**src/verilog/malc_pkg.sv**
```systemverilog
// constants for the extended max-address command interpreter
package malc_pkg;
	// ********************************************************
	// register byte offsets on the wishbone slave
	// ********************************************************
	localparam logic [7:0] OFS_FEATURE = 8'h00;
	localparam logic [7:0] OFS_SECCOUNT = 8'h04;
	localparam logic [7:0] OFS_SECNUM = 8'h08;
	localparam logic [7:0] OFS_CYLLOW = 8'h0C;
	localparam logic [7:0] OFS_CYLHIGH = 8'h10;
	localparam logic [7:0] OFS_DEVHEAD = 8'h14;
	localparam logic [7:0] OFS_DEVCTL = 8'h18;
	localparam logic [7:0] OFS_COMMAND = 8'h1C;
	localparam logic [7:0] OFS_STATUS = 8'h20;
	localparam logic [7:0] OFS_ERROR = 8'h24;
	localparam logic [7:0] OFS_MAXLO = 8'h28;
	localparam logic [7:0] OFS_MAXHI = 8'h2C;
	localparam logic [7:0] OFS_IDW60 = 8'h30;
	localparam logic [7:0] OFS_IDW100 = 8'h34;
	localparam logic [7:0] OFS_IDW102 = 8'h38;
	// ********************************************************
	// opcodes and subcommand features
	// ********************************************************
	localparam logic [7:0] OP_SETMAX_EXT = 8'h37;
	localparam logic [7:0] OP_RDNATIVE_EXT = 8'h27;
	localparam logic [7:0] OP_SETMAX = 8'hF9;
	localparam logic [7:0] OP_RDNATIVE = 8'hF8;
	localparam logic [7:0] FEAT_SETPW = 8'h01;
	localparam logic [7:0] FEAT_LOCK = 8'h02;
	localparam logic [7:0] FEAT_UNLOCK = 8'h03;
	localparam logic [7:0] FEAT_FREEZE = 8'h04;
	// ********************************************************
	// field positions and reset values
	// ********************************************************
	localparam int STS_BSY = 7;
	localparam int STS_RDY = 6;
	localparam int STS_ERR = 0;
	localparam int ERR_ABT = 2;
	localparam int CTL_HOB = 7;
	localparam int SC_PERSIST = 0;
	localparam logic [7:0] STATUS_RESET = 8'h40;
	localparam logic [7:0] ERROR_RESET = 8'h00;
	localparam logic [47:0] LBA28_LIMIT = 48'h0000_0FFF_FFFF;
	localparam logic [47:0] NATIVE_MAX_DEFAULT = 48'h0000_1000_0000;
	localparam logic [31:0] READ_UNMAPPED = 32'h0000_0000;
endpackage

```
**src/verilog/malc_max_address_limit_control.sv**
```systemverilog
// extended max-address and freeze-lock command interpreter with wb slave
//
// Operation
// feature 04h with F9h means freeze-lock
// F9h after F8h is an address set
// after freeze-lock reject every set-max command
// opcode 37h is the extended set-max
// abort any access beyond accepted maximum
// above 28-bit limit update words 103:100 only
// at or below limit update both word groups
// abort if unsupported or above native capacity
// abort if 28-bit protected area exists
// abort unless previous command was 27h
// host issues 27h right before 37h
// abort while locked or frozen
// abort nonvolatile request in offset mode
// only one nonvolatile set per reset
// sector count bit 0 picks persistence
// persistent maximum survives power-on reset
// maximum taken from current/previous taskfile bytes
// maximum returned in same bytes by hob
// locked state rejects all but unlock, freeze
// aborts set abt and err, clear bsy
// frozen state clears only at power cycle
//
// The register addresses and register access over Wishbone were left to the implementer.
`timescale 1ns/1ps
`default_nettype none
module malc_max_address_limit_control #(
	parameter logic [47:0] NATIVE_MAX = malc_pkg::NATIVE_MAX_DEFAULT,
	parameter bit EXT_SUPPORTED = 1'b1
) (
	// clock and reset
	input wire logic clk_sys,
	input wire logic rst,
	// classic wishbone slave
	input wire logic wbCyc,
	input wire logic wbStb,
	input wire logic wbWe,
	input wire logic [7:0] wbAdr,
	input wire logic [3:0] wbSel,
	input wire logic [31:0] wbDatW,
	output logic [31:0] wbDatR,
	output logic wbAck,
	// state from neighbouring firmware blocks
	input wire logic lockedState,
	input wire logic offsetMode,
	input wire logic hpa28Exists,
	// nonvolatile maximum store
	input wire logic nvStoredValid,
	input wire logic [47:0] nvStoredLba,
	output logic nvWrite,
	output logic [47:0] nvWriteLba,
	// media access check
	input wire logic accReq,
	input wire logic [47:0] accLba,
	output logic accGrant,
	output logic accAbort,
	// frozen indication
	output logic frozen
);
	// ********************************************************
	// taskfile and state
	// ********************************************************
	logic [7:0] feature;
	logic [15:0] secCount, secNum, cylLow, cylHigh;
	logic [7:0] devHead, devCtl, status, errorReg;
	logic [7:0] cmdOpcode, lastCmd;
	logic cmdPending;
	logic [47:0] maxLba;
	logic [31:0] idW60;
	logic [47:0] idW100;
	logic nvUsed, hpaBy28;
	logic busWrite, busRead;
	logic [47:0] reqLba;
	logic abortExt, abortF9, isFreeze, isAddrSet;
	logic doneOk, doneAbort;

	// byte picked by hob from a current/previous pair
	function automatic logic [7:0] hobPick(input logic [15:0] pair,
		input logic hob);
		hobPick = hob ? pair[15:8] : pair[7:0];
	endfunction

	// clamp a maximum to the 28-bit identify words
	function automatic logic [31:0] id28(input logic [47:0] lba);
		id28 = (lba > malc_pkg::LBA28_LIMIT) ?
			malc_pkg::LBA28_LIMIT[31:0] : lba[31:0];
	endfunction

	assign busWrite = wbCyc & wbStb & wbWe & ~wbAck & wbSel[0];
	assign busRead = wbCyc & wbStb & ~wbWe & ~wbAck;

	// 48-bit request assembled from current and previous bytes
	assign reqLba = {cylHigh[15:8], cylLow[15:8], secNum[15:8],
		cylHigh[7:0], cylLow[7:0], secNum[7:0]};

	// ********************************************************
	// command decode
	// ********************************************************
	// every abort of the extended set-max, one term per cause
	always_comb begin
		abortExt = 1'b0;
		if (!EXT_SUPPORTED || reqLba > NATIVE_MAX)
			abortExt = 1'b1;
		if (hpa28Exists || hpaBy28)
			abortExt = 1'b1;
		if (lastCmd != malc_pkg::OP_RDNATIVE_EXT)
			abortExt = 1'b1;
		if (lockedState || frozen)
			abortExt = 1'b1;
		if (secCount[malc_pkg::SC_PERSIST] && offsetMode)
			abortExt = 1'b1;
		if (secCount[malc_pkg::SC_PERSIST] && nvUsed)
			abortExt = 1'b1;
	end

	// F9h: address set after F8h, otherwise a subcommand by feature
	assign isAddrSet = lastCmd == malc_pkg::OP_RDNATIVE;
	assign isFreeze = !isAddrSet &&
		feature == malc_pkg::FEAT_FREEZE;

	always_comb begin
		abortF9 = 1'b0;
		if (frozen)
			abortF9 = 1'b1;
		else if (lockedState && (isAddrSet ||
			(feature != malc_pkg::FEAT_UNLOCK && !isFreeze)))
			abortF9 = 1'b1;
		else if (isAddrSet && {20'h00000, devHead[3:0],
			cylHigh[7:0], cylLow[7:0], secNum[7:0]} > NATIVE_MAX)
			abortF9 = 1'b1;
		else if (!isAddrSet && (feature < malc_pkg::FEAT_SETPW ||
			feature > malc_pkg::FEAT_FREEZE))
			abortF9 = 1'b1;
	end

	// outcome of the pending command
	always_comb begin
		doneOk = 1'b0;
		doneAbort = 1'b0;
		if (cmdPending) begin
			unique case (cmdOpcode)
				malc_pkg::OP_SETMAX_EXT: begin
					doneAbort = abortExt;
					doneOk = ~abortExt;
				end
				malc_pkg::OP_SETMAX: begin
					doneAbort = abortF9;
					doneOk = ~abortF9;
				end
				malc_pkg::OP_RDNATIVE_EXT, malc_pkg::OP_RDNATIVE: begin
					doneOk = 1'b1;
				end
				default: begin
					doneAbort = 1'b1;
				end
			endcase
		end
	end

	// ********************************************************
	// wishbone slave
	// ********************************************************
	// ack one cycle after the strobe, dropped in the next cycle
	always_ff @(posedge clk_sys) begin
		if (rst)
			wbAck <= 1'b0;
		else
			wbAck <= wbCyc & wbStb & ~wbAck;
	end

	// read mux, upper bytes of narrow registers read as zero
	always_ff @(posedge clk_sys) begin
		if (rst) begin
			wbDatR <= malc_pkg::READ_UNMAPPED;
		end else if (busRead) begin
			case (wbAdr)
				malc_pkg::OFS_FEATURE: wbDatR <= {24'h000000, feature};
				malc_pkg::OFS_SECCOUNT: wbDatR <= {24'h000000,
					hobPick(secCount, devCtl[malc_pkg::CTL_HOB])};
				malc_pkg::OFS_SECNUM: wbDatR <= {24'h000000,
					hobPick(secNum, devCtl[malc_pkg::CTL_HOB])};
				malc_pkg::OFS_CYLLOW: wbDatR <= {24'h000000,
					hobPick(cylLow, devCtl[malc_pkg::CTL_HOB])};
				malc_pkg::OFS_CYLHIGH: wbDatR <= {24'h000000,
					hobPick(cylHigh, devCtl[malc_pkg::CTL_HOB])};
				malc_pkg::OFS_DEVHEAD: wbDatR <= {24'h000000, devHead};
				malc_pkg::OFS_DEVCTL: wbDatR <= {24'h000000, devCtl};
				malc_pkg::OFS_COMMAND: wbDatR <= {24'h000000, cmdOpcode};
				malc_pkg::OFS_STATUS: wbDatR <= {24'h000000, status};
				malc_pkg::OFS_ERROR: wbDatR <= {24'h000000, errorReg};
				malc_pkg::OFS_MAXLO: wbDatR <= maxLba[31:0];
				malc_pkg::OFS_MAXHI: wbDatR <= {16'h0000, maxLba[47:32]};
				malc_pkg::OFS_IDW60: wbDatR <= idW60;
				malc_pkg::OFS_IDW100: wbDatR <= idW100[31:0];
				malc_pkg::OFS_IDW102: wbDatR <= {16'h0000, idW100[47:32]};
				default: wbDatR <= malc_pkg::READ_UNMAPPED;
			endcase
		end
	end

	// ********************************************************
	// taskfile registers
	// ********************************************************
	// host writes push the old current byte into previous; a completed
	// read-native returns its value in the same byte positions
	always_ff @(posedge clk_sys) begin
		if (rst) begin
			feature <= 8'h00;
			secCount <= 16'h0000;
			secNum <= 16'h0000;
			cylLow <= 16'h0000;
			cylHigh <= 16'h0000;
			devHead <= 8'h00;
			devCtl <= 8'h00;
		end else if (busWrite) begin
			case (wbAdr)
				malc_pkg::OFS_FEATURE: feature <= wbDatW[7:0];
				malc_pkg::OFS_SECCOUNT: secCount <= {secCount[7:0],
					wbDatW[7:0]};
				malc_pkg::OFS_SECNUM: secNum <= {secNum[7:0], wbDatW[7:0]};
				malc_pkg::OFS_CYLLOW: cylLow <= {cylLow[7:0], wbDatW[7:0]};
				malc_pkg::OFS_CYLHIGH: cylHigh <= {cylHigh[7:0],
					wbDatW[7:0]};
				malc_pkg::OFS_DEVHEAD: devHead <= wbDatW[7:0];
				malc_pkg::OFS_DEVCTL: devCtl <= wbDatW[7:0];
				default: begin
				end
			endcase
		end else if (doneOk && cmdOpcode == malc_pkg::OP_RDNATIVE_EXT) begin
			secNum <= {NATIVE_MAX[31:24], NATIVE_MAX[7:0]};
			cylLow <= {NATIVE_MAX[39:32], NATIVE_MAX[15:8]};
			cylHigh <= {NATIVE_MAX[47:40], NATIVE_MAX[23:16]};
		end else if (doneOk && cmdOpcode == malc_pkg::OP_RDNATIVE) begin
			secNum[7:0] <= NATIVE_MAX[7:0];
			cylLow[7:0] <= NATIVE_MAX[15:8];
			cylHigh[7:0] <= NATIVE_MAX[23:16];
			devHead[3:0] <= NATIVE_MAX[27:24];
		end
	end

	// ********************************************************
	// command sequencing
	// ********************************************************
	// a command write latches the opcode and raises busy for one cycle
	always_ff @(posedge clk_sys) begin
		if (rst) begin
			cmdOpcode <= 8'h00;
			cmdPending <= 1'b0;
		end else begin
			cmdPending <= busWrite && wbAdr == malc_pkg::OFS_COMMAND;
			if (busWrite && wbAdr == malc_pkg::OFS_COMMAND)
				cmdOpcode <= wbDatW[7:0];
		end
	end

	// previous opcode, cleared by reset so a set after reset aborts
	always_ff @(posedge clk_sys) begin
		if (rst)
			lastCmd <= 8'h00;
		else if (cmdPending)
			lastCmd <= cmdOpcode;
	end

	// status and error after each command or refused access
	always_ff @(posedge clk_sys) begin
		if (rst) begin
			status <= malc_pkg::STATUS_RESET;
			errorReg <= malc_pkg::ERROR_RESET;
		end else if (doneAbort || (accReq && accLba > maxLba)) begin
			status <= 8'h41; // abort wins over a new command
			errorReg <= 8'h04;
		end else if (busWrite && wbAdr == malc_pkg::OFS_COMMAND) begin
			status <= 8'h80;
			errorReg <= 8'h00;
		end else if (doneOk) begin
			status <= malc_pkg::STATUS_RESET;
		end
	end

	// ********************************************************
	// maximum address, identify words, persistence
	// ********************************************************
	// reset stands for power-on: reload the stored maximum when kept
	always_ff @(posedge clk_sys) begin
		if (rst) begin
			maxLba <= nvStoredValid ? nvStoredLba : NATIVE_MAX;
			idW100 <= nvStoredValid ? nvStoredLba : NATIVE_MAX;
			idW60 <= id28(nvStoredValid ? nvStoredLba : NATIVE_MAX);
		end else if (doneOk && cmdOpcode == malc_pkg::OP_SETMAX_EXT) begin
			maxLba <= reqLba;
			idW100 <= reqLba;
			if (reqLba <= malc_pkg::LBA28_LIMIT)
				idW60 <= reqLba[31:0];
		end else if (doneOk && cmdOpcode == malc_pkg::OP_SETMAX &&
			isAddrSet) begin
			maxLba <= {20'h00000, devHead[3:0], cylHigh[7:0],
				cylLow[7:0], secNum[7:0]};
			idW100 <= {20'h00000, devHead[3:0], cylHigh[7:0],
				cylLow[7:0], secNum[7:0]};
			idW60 <= {4'h0, devHead[3:0], cylHigh[7:0], cylLow[7:0],
				secNum[7:0]};
		end
	end

	// nonvolatile store request; volatile sets never raise nvWrite
	always_ff @(posedge clk_sys) begin
		if (rst) begin
			nvWrite <= 1'b0;
			nvWriteLba <= 48'h0000_0000_0000;
			nvUsed <= 1'b0;
		end else begin
			nvWrite <= 1'b0;
			if (doneOk && cmdOpcode == malc_pkg::OP_SETMAX_EXT &&
				secCount[malc_pkg::SC_PERSIST]) begin
				nvWrite <= 1'b1;
				nvWriteLba <= reqLba;
				nvUsed <= 1'b1;
			end
		end
	end

	// a 28-bit address set establishes a protected area
	always_ff @(posedge clk_sys) begin
		if (rst)
			hpaBy28 <= 1'b0;
		else if (doneOk && cmdOpcode == malc_pkg::OP_SETMAX && isAddrSet)
			hpaBy28 <= 1'b1;
	end

	// frozen stays until reset, no command can clear it
	always_ff @(posedge clk_sys) begin
		if (rst)
			frozen <= 1'b0;
		else if (doneOk && cmdOpcode == malc_pkg::OP_SETMAX && isFreeze)
			frozen <= 1'b1;
	end

	// ********************************************************
	// media access check
	// ********************************************************
	// registered verdict one cycle after each request
	always_ff @(posedge clk_sys) begin
		if (rst) begin
			accGrant <= 1'b0;
			accAbort <= 1'b0;
		end else begin
			accGrant <= accReq && accLba <= maxLba;
			accAbort <= accReq && accLba > maxLba;
		end
	end
endmodule
`default_nettype wire

```
**config.mk**
```make
export PLATFORM = sky130hd
export DESIGN_NAME = malc_max_address_limit_control
export DESIGN_NICKNAME = d
export VERILOG_FILES = /design/src/verilog/malc_pkg.sv /design/src/verilog/malc_max_address_limit_control.sv
export SDC_FILE = /design/constraint.sdc
export NUM_CORES = 1
export LEC_CHECK = 0
export BUFFER_PORTS_ARGS = -buffer_cell sky130_fd_sc_hd__buf_2
export CORE_MARGIN = 10
export CORE_UTILIZATION = 30
export CTS_BUF_LIST = sky130_fd_sc_hd__clkbuf_16
export CTS_CLUSTER_SIZE = 12
export DETAILED_ROUTE_END_ITERATION = 10
export GPL_TIMING_DRIVEN = 0
export PLACE_DENSITY = 0.57
export SLEW_MARGIN = 20
export SYNTH_ARGS = -nofsm -noshare
export SYNTH_HDL_FRONTEND = slang
export SYNTH_SLANG_ARGS = --single-unit
export TNS_END_PERCENT = 20
```
**constraint.sdc**
```tcl
create_clock -name clk_sys -period 8.9 [get_ports clk_sys]
set_clock_uncertainty 0.1 [all_clocks]
set_input_delay 0.89 -clock clk_sys [delete_from_list [all_inputs] [get_ports clk_sys]]
set_output_delay 0.89 -clock clk_sys [all_outputs]
set_load 0.01 [all_outputs]
```
==> metrics.txt, run 1 <==
critical path class=register to register; type of the most critical hold path=register to register; logic gate share of total power=7.7%; Final Cycle Share=a little under half; cell mode on critical path=buf_16; sequential cell area=approximately 0.0063 mm^2; Top Ports=235; Inst Count DP=2,046; Initial DRC Count=1,238; Die X=~230 um; most frequent cells in the layout=buf_2, dfxtp_1, nand2_1, nor2_1, a21oi_1; unrepaired setup endpoints after global routing=no; CP required=9090 ps; Hold Vio Cnt, Final=0; number of global-route vias before repair=between 10,000 and 15,000; Sw Share=approximately a quarter; Synth cell types=70; Finished Layout Cells=roughly 2,100; Critical-path top delay cell=o21ai_4; Worst VDD drop=0.148 mV; status=finished, final reports clean; most common cell after layout, fill and taps aside=buf_2; Worst Hold Launch=nvUsed; initial antenna violation count=3; Critical Path Sink Type=register; Synth Register Bits=276; fin crit period=4160 ps; actual slew at the worst max-slew pin=1170 ps; CTS tree=yes; leading area contributor after synthesis=dfxtp_1; largest net degree at the start of global routing=24; Compound-Gate Fraction of Synth Area=15.9%; critical-path cell list=nand4b_1 > nor4_2 > and4_1 > and3_1 > nor2_1 > o21ai_4 > buf_16 > buf_16 > o31a_2 > buf_12; Post-synth ARST share=0%; ys flop type=dfxtp_1; number of routed nets with antenna violations=0; largest stage delay on the critical path=around 630 ps; crit-path leading delay family=simple AND/OR/NAND/NOR gates; ranking of synthesized cells by area=dfxtp_1, edfxtp_1, mux2i_1, ha_1, a21oi_1; clock network power share=a little under half; Worst-path clk slew=60 ps; core box area=roughly 0.042 mm^2; gr ovfl total=0; Placer Congestion=0.944; First-pass DRT Iterations=7; drt total wl=51,000 um; GRT Overall Usage=19.2%; fin nets=1,738; post-synth top area share=30.9%; CTS Hold Buffers Added=0; post-synth design cell area=0.0127 mm^2; fillcell total=4,273; Max Cap Viol=0; post-synthesis sequential area ratio=between 40% and 50%; final worst setup slack=about 4700 ps; placed cell areas=0.0144 mm^2; xor/xnor share of the synthesized area=0.0690%; number of synthesized flops with an enable pin=80; via count=11,500; number of remaining DRC errors=0; Die Y=about 230 um; largest family of logic cells by synthesized area=simple AND/OR/NAND/NOR gates; fin util=between 30% and 40%; dpl hpwl=about 40,000 um; PD cells=approximately 180 mW/mm^2; Num CTS Buffers=31; max_slew headroom=21.0%; CTS Buffer Depth=3; Post-CTS Setup Bufs=0; Port-buffer cells=196; Final TNS setup=0 ps; std cell rows=75; first-pass GRT wire length=~74,000 um; Pwr Total=2.86 mW; total die area=between 0.05 and 0.06 mm^2; Synth Warn #=0; final hold slack=345 ps; P&R area growth vs syn=21.8%; endpoints failing setup=0; reg-to-reg startpoint=cmdOpcode[0]; worst slack, placed=4620 ps; starting density of the core=30.3%; Pleak=6.34 nW; worst endpoint data arrival time=4350 ps; vias per cell=5.45; crit path launch=cmdOpcode[0]; fin. max-slew vios=0; final instance area=0.0155 mm^2; Reg power frac=47.2%; P_int=2.14 mW; Adder-Cell Fraction of Synth Area=4.73%; wire length per cell=24.2 um; CP Launch Type=register; clock sink total=276; layout cell share with drive strength beyond 1=19.2%; post-synthesis mux area share=6.21%; post-cts resize count=0; Post-Syn Instances=1,306; synthesized area per cell=approximately 10 um^2; # H-tree levels=1; CP Buf/Inv Count=3; sw power=0.714 mW; Achievable Freq=0.240 GHz; root buffer cell=clkbuf_16; largest fanout on the critical path=23; Synth Area in Simple Gates=18.6%; Multi-input gate area=between 0.005 and 0.006 mm^2; Worst-Skew Late Latency=610 ps
## registers in the layout (all words and copies together), names as in the netlist, 3 cells and up
name / flops
wbDatR: 32
status: 3
cylLow: 16
devHead: 8
devCtl: 8
idW60: 32
lastCmd: 8
feature: 8
secCount: 16
secNum: 16
idW100: 48
nvWriteLba: 48
cylHigh: 16
cmdOpcode: 8
## path summary, 6_finish.rpt
kind / to / slack [ps] / cells past startpoint
worst min-delay path: nvUsed / 350 / 2
worst max register to register: idW60[2] / 4740 / 10
worst min register to register: nvUsed / 350 / 2
worst max-delay path: idW60[2] / 4740 / 10
## cell usage after synthesis, types with 4 or more instances
library cell and instances:
ha_1 48, edfxtp_1 80, a21o_1 5, buf_2 15, nor4b_1 5, clkbuf_1 63, a222oi_1 10, mux2_2 14
and3_1 44, nand2b_1 28, nand2_1 127, inv_1 55, nor3_1 27, a211oi_1 12, nand3_1 36, buf_6 5
nor4_1 23, nor2_1 122, a221oi_1 29, a22oi_1 19, o211ai_1 7, dfxtp_1 196, o21ai_0 27, mux2i_1 63
a31oi_1 5, nand3b_1 4, or2_2 4, a21oi_1 103, nand4_1 23, a22o_1 45
## tightest hold or removal path, cell delays in order (launching register included)
cell and delay, ps:
dfxtp_1 300, inv_1 50, a21oi_1 50
## metal layers
metal / GRT usage [%] / routed length, um / part of all wire (%)
met4: 6.67 / 1570 / 3.1
met2: 31.1 / 23400 / 46
met5: 0 / 0 / 0
met3: 3.58 / 4390 / 8.6
met1: 25.2 / 21600 / 42
## power by group through the flow
stage	sequential (mW)	combinational, mW	clock [mW]
detailed placement	1.37	0.218	0
global route	1.35	0.241	1.36
CTS	1.35	0.219	1.31
floorplan	1.37	0.112	0
finish	1.35	0.220	1.29
global placement	1.38	0.210	0
## cell type report
cell class | count | area share [%]
Buffer | 86 | 2.48
Timing Repair Buffer | 199 | 6.83
Antenna cell | 3 | 0.0485
Clock inverter | 25 | 1.31
Tap cell | 539 | 4.36
Clock buffer | 32 | 5.18
Multi-Input combinational cell | 891 | 37.6
Inverter | 55 | 1.33
Sequential cell | 276 | 40.9
## cell families (layout without fill, tap and decap cells)
| kind of cell | after synthesis | in the layout |
|---|---|---|
| flip-flops | 276 | 276 |
| adder cells (fa/ha/maj) | 48 | 48 |
| buffers and inverters | 141 | 397 |
| AO/OA/AOI/OAI | 290 | 290 |
| AND/OR/NAND/NOR | 472 | 472 |
| XOR/XNOR | 1 | 1 |
| multiplexers | 77 | 77 |
| other | 1 | 6 |
(Power assumes the default switching activity.)
==> run 2, diff against run 1 <==
Settings changed: ABC_AREA from default to 1.
Clock period 8.9 ns to 4.2 ns, I/O delays scaled along.
==> run 2 against run 1 <==
Compared with the run above:
- sequential share of layout area decreased by 1.2 points
- via count increased by 9.0%
- synthesized cell count increased by 31%
- sequential power increased by 110%
- critical path type unchanged
- non-clock buffer count decreased by 4
- critical endpoint is now idW60[27]
- critical path depth increased by 6
- synthesized area increased by 3.4%
- largest cell class unchanged
- largest power group unchanged
- wire length decreased by 1.1%
==> metrics.txt, run 2 <==
via count=12,500; Inst Count DP=2,501; ys flop type=dfxtp_1; root buffer cell=clkbuf_16; clock network power share=45.3%; Worst-Skew Late Latency=550 ps; Synth Area in Simple Gates=22.0%; CP Buf/Inv Count=3; Critical-path top delay cell=inv_2; gr ovfl total=0; vias per cell=between 4 and 5; number of synthesized flops with an enable pin=80; Num CTS Buffers=34; Post-synth ARST share=0%; unrepaired setup endpoints after global routing=no; first-pass GRT wire length=74,600 um; P_int=4.53 mW; status=finished, final reports clean; post-synthesis sequential area ratio=48.2%; endpoints failing setup=0; Sw Share=25.0%; most frequent cells in the layout=nand2_1, inv_1, buf_2, dfxtp_1, nor2_1; number of routed nets with antenna violations=0; type of the most critical hold path=input pin to register; P&R area growth vs syn=21.5%; layout cell share with drive strength beyond 1=15.5%; # H-tree levels=2; Post-synth top cells=nand2_1, inv_1, dfxtp_1, nor2_1, o21ai_0; Multi-input gate area=0.00558 mm^2; Critical Path Sink Type=register; core box area=0.0432 mm^2; Synth Warn #=0; ranking of synthesized cells by area=dfxtp_1, edfxtp_1, nand2_1, inv_1, o21ai_0; synthesized area per cell=slightly below 8 um^2; largest fanout on the critical path=48; First-pass DRT Iterations=5; xor/xnor share of the synthesized area=0%; Worst-path clk slew=~60 ps; critical-path cell list=inv_1 > nand2_1 > nor2_1 > nand2_1 > nor2_1 > nand2_1 > nand2_1 > nand3_1 > nand3_2 > nand2_1 > nor2_1 > nand3_1 > nand3_4 > buf_16 > nand2_1 > inv_2; Placer Congestion=0.949; initial antenna violation count=1; final hold slack=83.8 ps; number of remaining DRC errors=0; Achievable Freq=0.274 GHz; std cell rows=76; logic gate share of total power=7.7%; Post-CTS Setup Bufs=0; largest stage delay on the critical path=560 ps; Synth Register Bits=between 200 and 300; number of global-route vias before repair=around 12,000; starting density of the core=approximately 30%; CP required=roughly 4300 ps; actual slew at the worst max-slew pin=1240 ps; Worst VDD drop=between 0.2 and 0.25 mV; r2r setup slk=550 ps; GRT Overall Usage=18.5%; CTS tree=yes; Max Cap Viol=0; max_slew headroom=17.2%; sequential cell area=0.00633 mm^2; fin util=approximately 37%; largest family of logic cells by synthesized area=simple AND/OR/NAND/NOR gates; crit-path leading delay family=simple AND/OR/NAND/NOR gates; largest net degree at the start of global routing=slightly below 50; Top Ports=235; cell mode on critical path=nand2_1; CP Launch Type=register; total die area=0.0525 mm^2; Compound-Gate Fraction of Synth Area=15.8%; critical path class=register to register; Pleak=6.98 nW; dpl hpwl=40,200 um; post-synth design cell area=0.0131 mm^2; fin. max-slew vios=0; leading area contributor after synthesis=dfxtp_1; post-synth top area share=approximately 30%; Final Cycle Share=approximately 87%; Hold Vio Cnt, Final=0; drt total wl=roughly 50,000 um; CTS Buffer Depth=3; most common cell after layout, fill and taps aside=nand2_1; Adder-Cell Fraction of Synth Area=4.58%; CTS Hold Buffers Added=0; Die X=approximately 230 um; worst endpoint data arrival time=3710 ps; fin crit period=3650 ps; Die Y=229 um; top flop regs=idW100 x48, nvWriteLba x48; Synth cell types=46; Post-Syn Instances=1,707; sw power=1.51 mW; post-synthesis mux area share=0%; Reg power frac=between 40% and 50%; post-cts resize count=0; placed cell areas=0.0149 mm^2; final instance area=between 0.015 and 0.02 mm^2; Port-buffer cells=slightly above 200; wire length per cell=19.7 um; Finished Layout Cells=between 2,000 and 3,000; fin nets=2,150; fillcell total=4,641; # diodes=0; Initial DRC Count=916; PD cells=378 mW/mm^2; Final TNS setup=0 ps; most frequent cell after synthesis=nand2_1; clock sink total=276
run 2: cell types whose count changed in the layout (fill, tap and decap cells not counted), moves of 55 or more:
cell,change
inv_1,+176
nand3_1,+55
nand2_1,+233
mux2i_1,-63
o21ai_0,+134
nor2_1,+69
run 2: final timing paths:
path | startpoint | to | cells after the start
setup reg to reg | cylHigh[4] | idW60[27] | 16
setup / recovery | cylHigh[4] | idW60[27] | 16
hold / removal | nvStoredLba[41] | idW100[41] | 3
hold reg to reg | nvWriteLba[40] | nvWriteLba[40] | 2
run 2: area by class of cell:
cell class / count / share of cell area, %
plain buffers: 74 / 2.18
clock buffers: 35 / 5.49
clock inverters: 25 / 0.878
inverters: 237 / 5.58
multi-input cells: 1122 / 35.0
flip-flops and latches: 276 / 39.7
well taps: 585 / 4.59
repair buffers: 207 / 6.64
run 2: power groups by stage:
stage / registers [mW] / logic [mW] / clock network [mW]
floorplan: 2.89 / 0.250 / 0
global placement: 2.90 / 0.446 / 0
detailed placement: 2.90 / 0.458 / 0
CTS: 2.84 / 0.461 / 2.77
global route: 2.84 / 0.515 / 2.90
finish: 2.84 / 0.463 / 2.73
run 2: through the flow:
step / power [mW] / worst slack [ps]
after floorplan: 3.14 / 463
after global placement: 3.34 / -1210
after detailed placement: 3.35 / 612
after CTS: 6.07 / 585
after global routing: 6.25 / 305
final: 6.03 / 550
run 2: cell families after synthesis:
kind of cell             Yosys count
AND/OR/NAND/NOR                  695
AO/OA/AOI/OAI                    376
buffers and inverters            311
flip-flops                       276
adder cells (fa/ha/maj)           48
other                              1
run 2: tightest hold or removal path, delay by kind of cell:
family	cells	cell delay [ps]
buf+inv	2	110
simple gates	1	90
run 2: metal layers:
| metal | global-route usage [%] | vias to the layer above | wire length [um] |
|---|---|---|---|
| met4 | 5.59 | 2 | 1250 |
| met3 | 4.54 | 74 | 4140 |
| met5 | 0 | - | 12 |
| met1 | 24.6 | 5826 | 22700 |
| li1 | - | 6099 | - |
| met2 | 29.1 | 507 | 22300 |
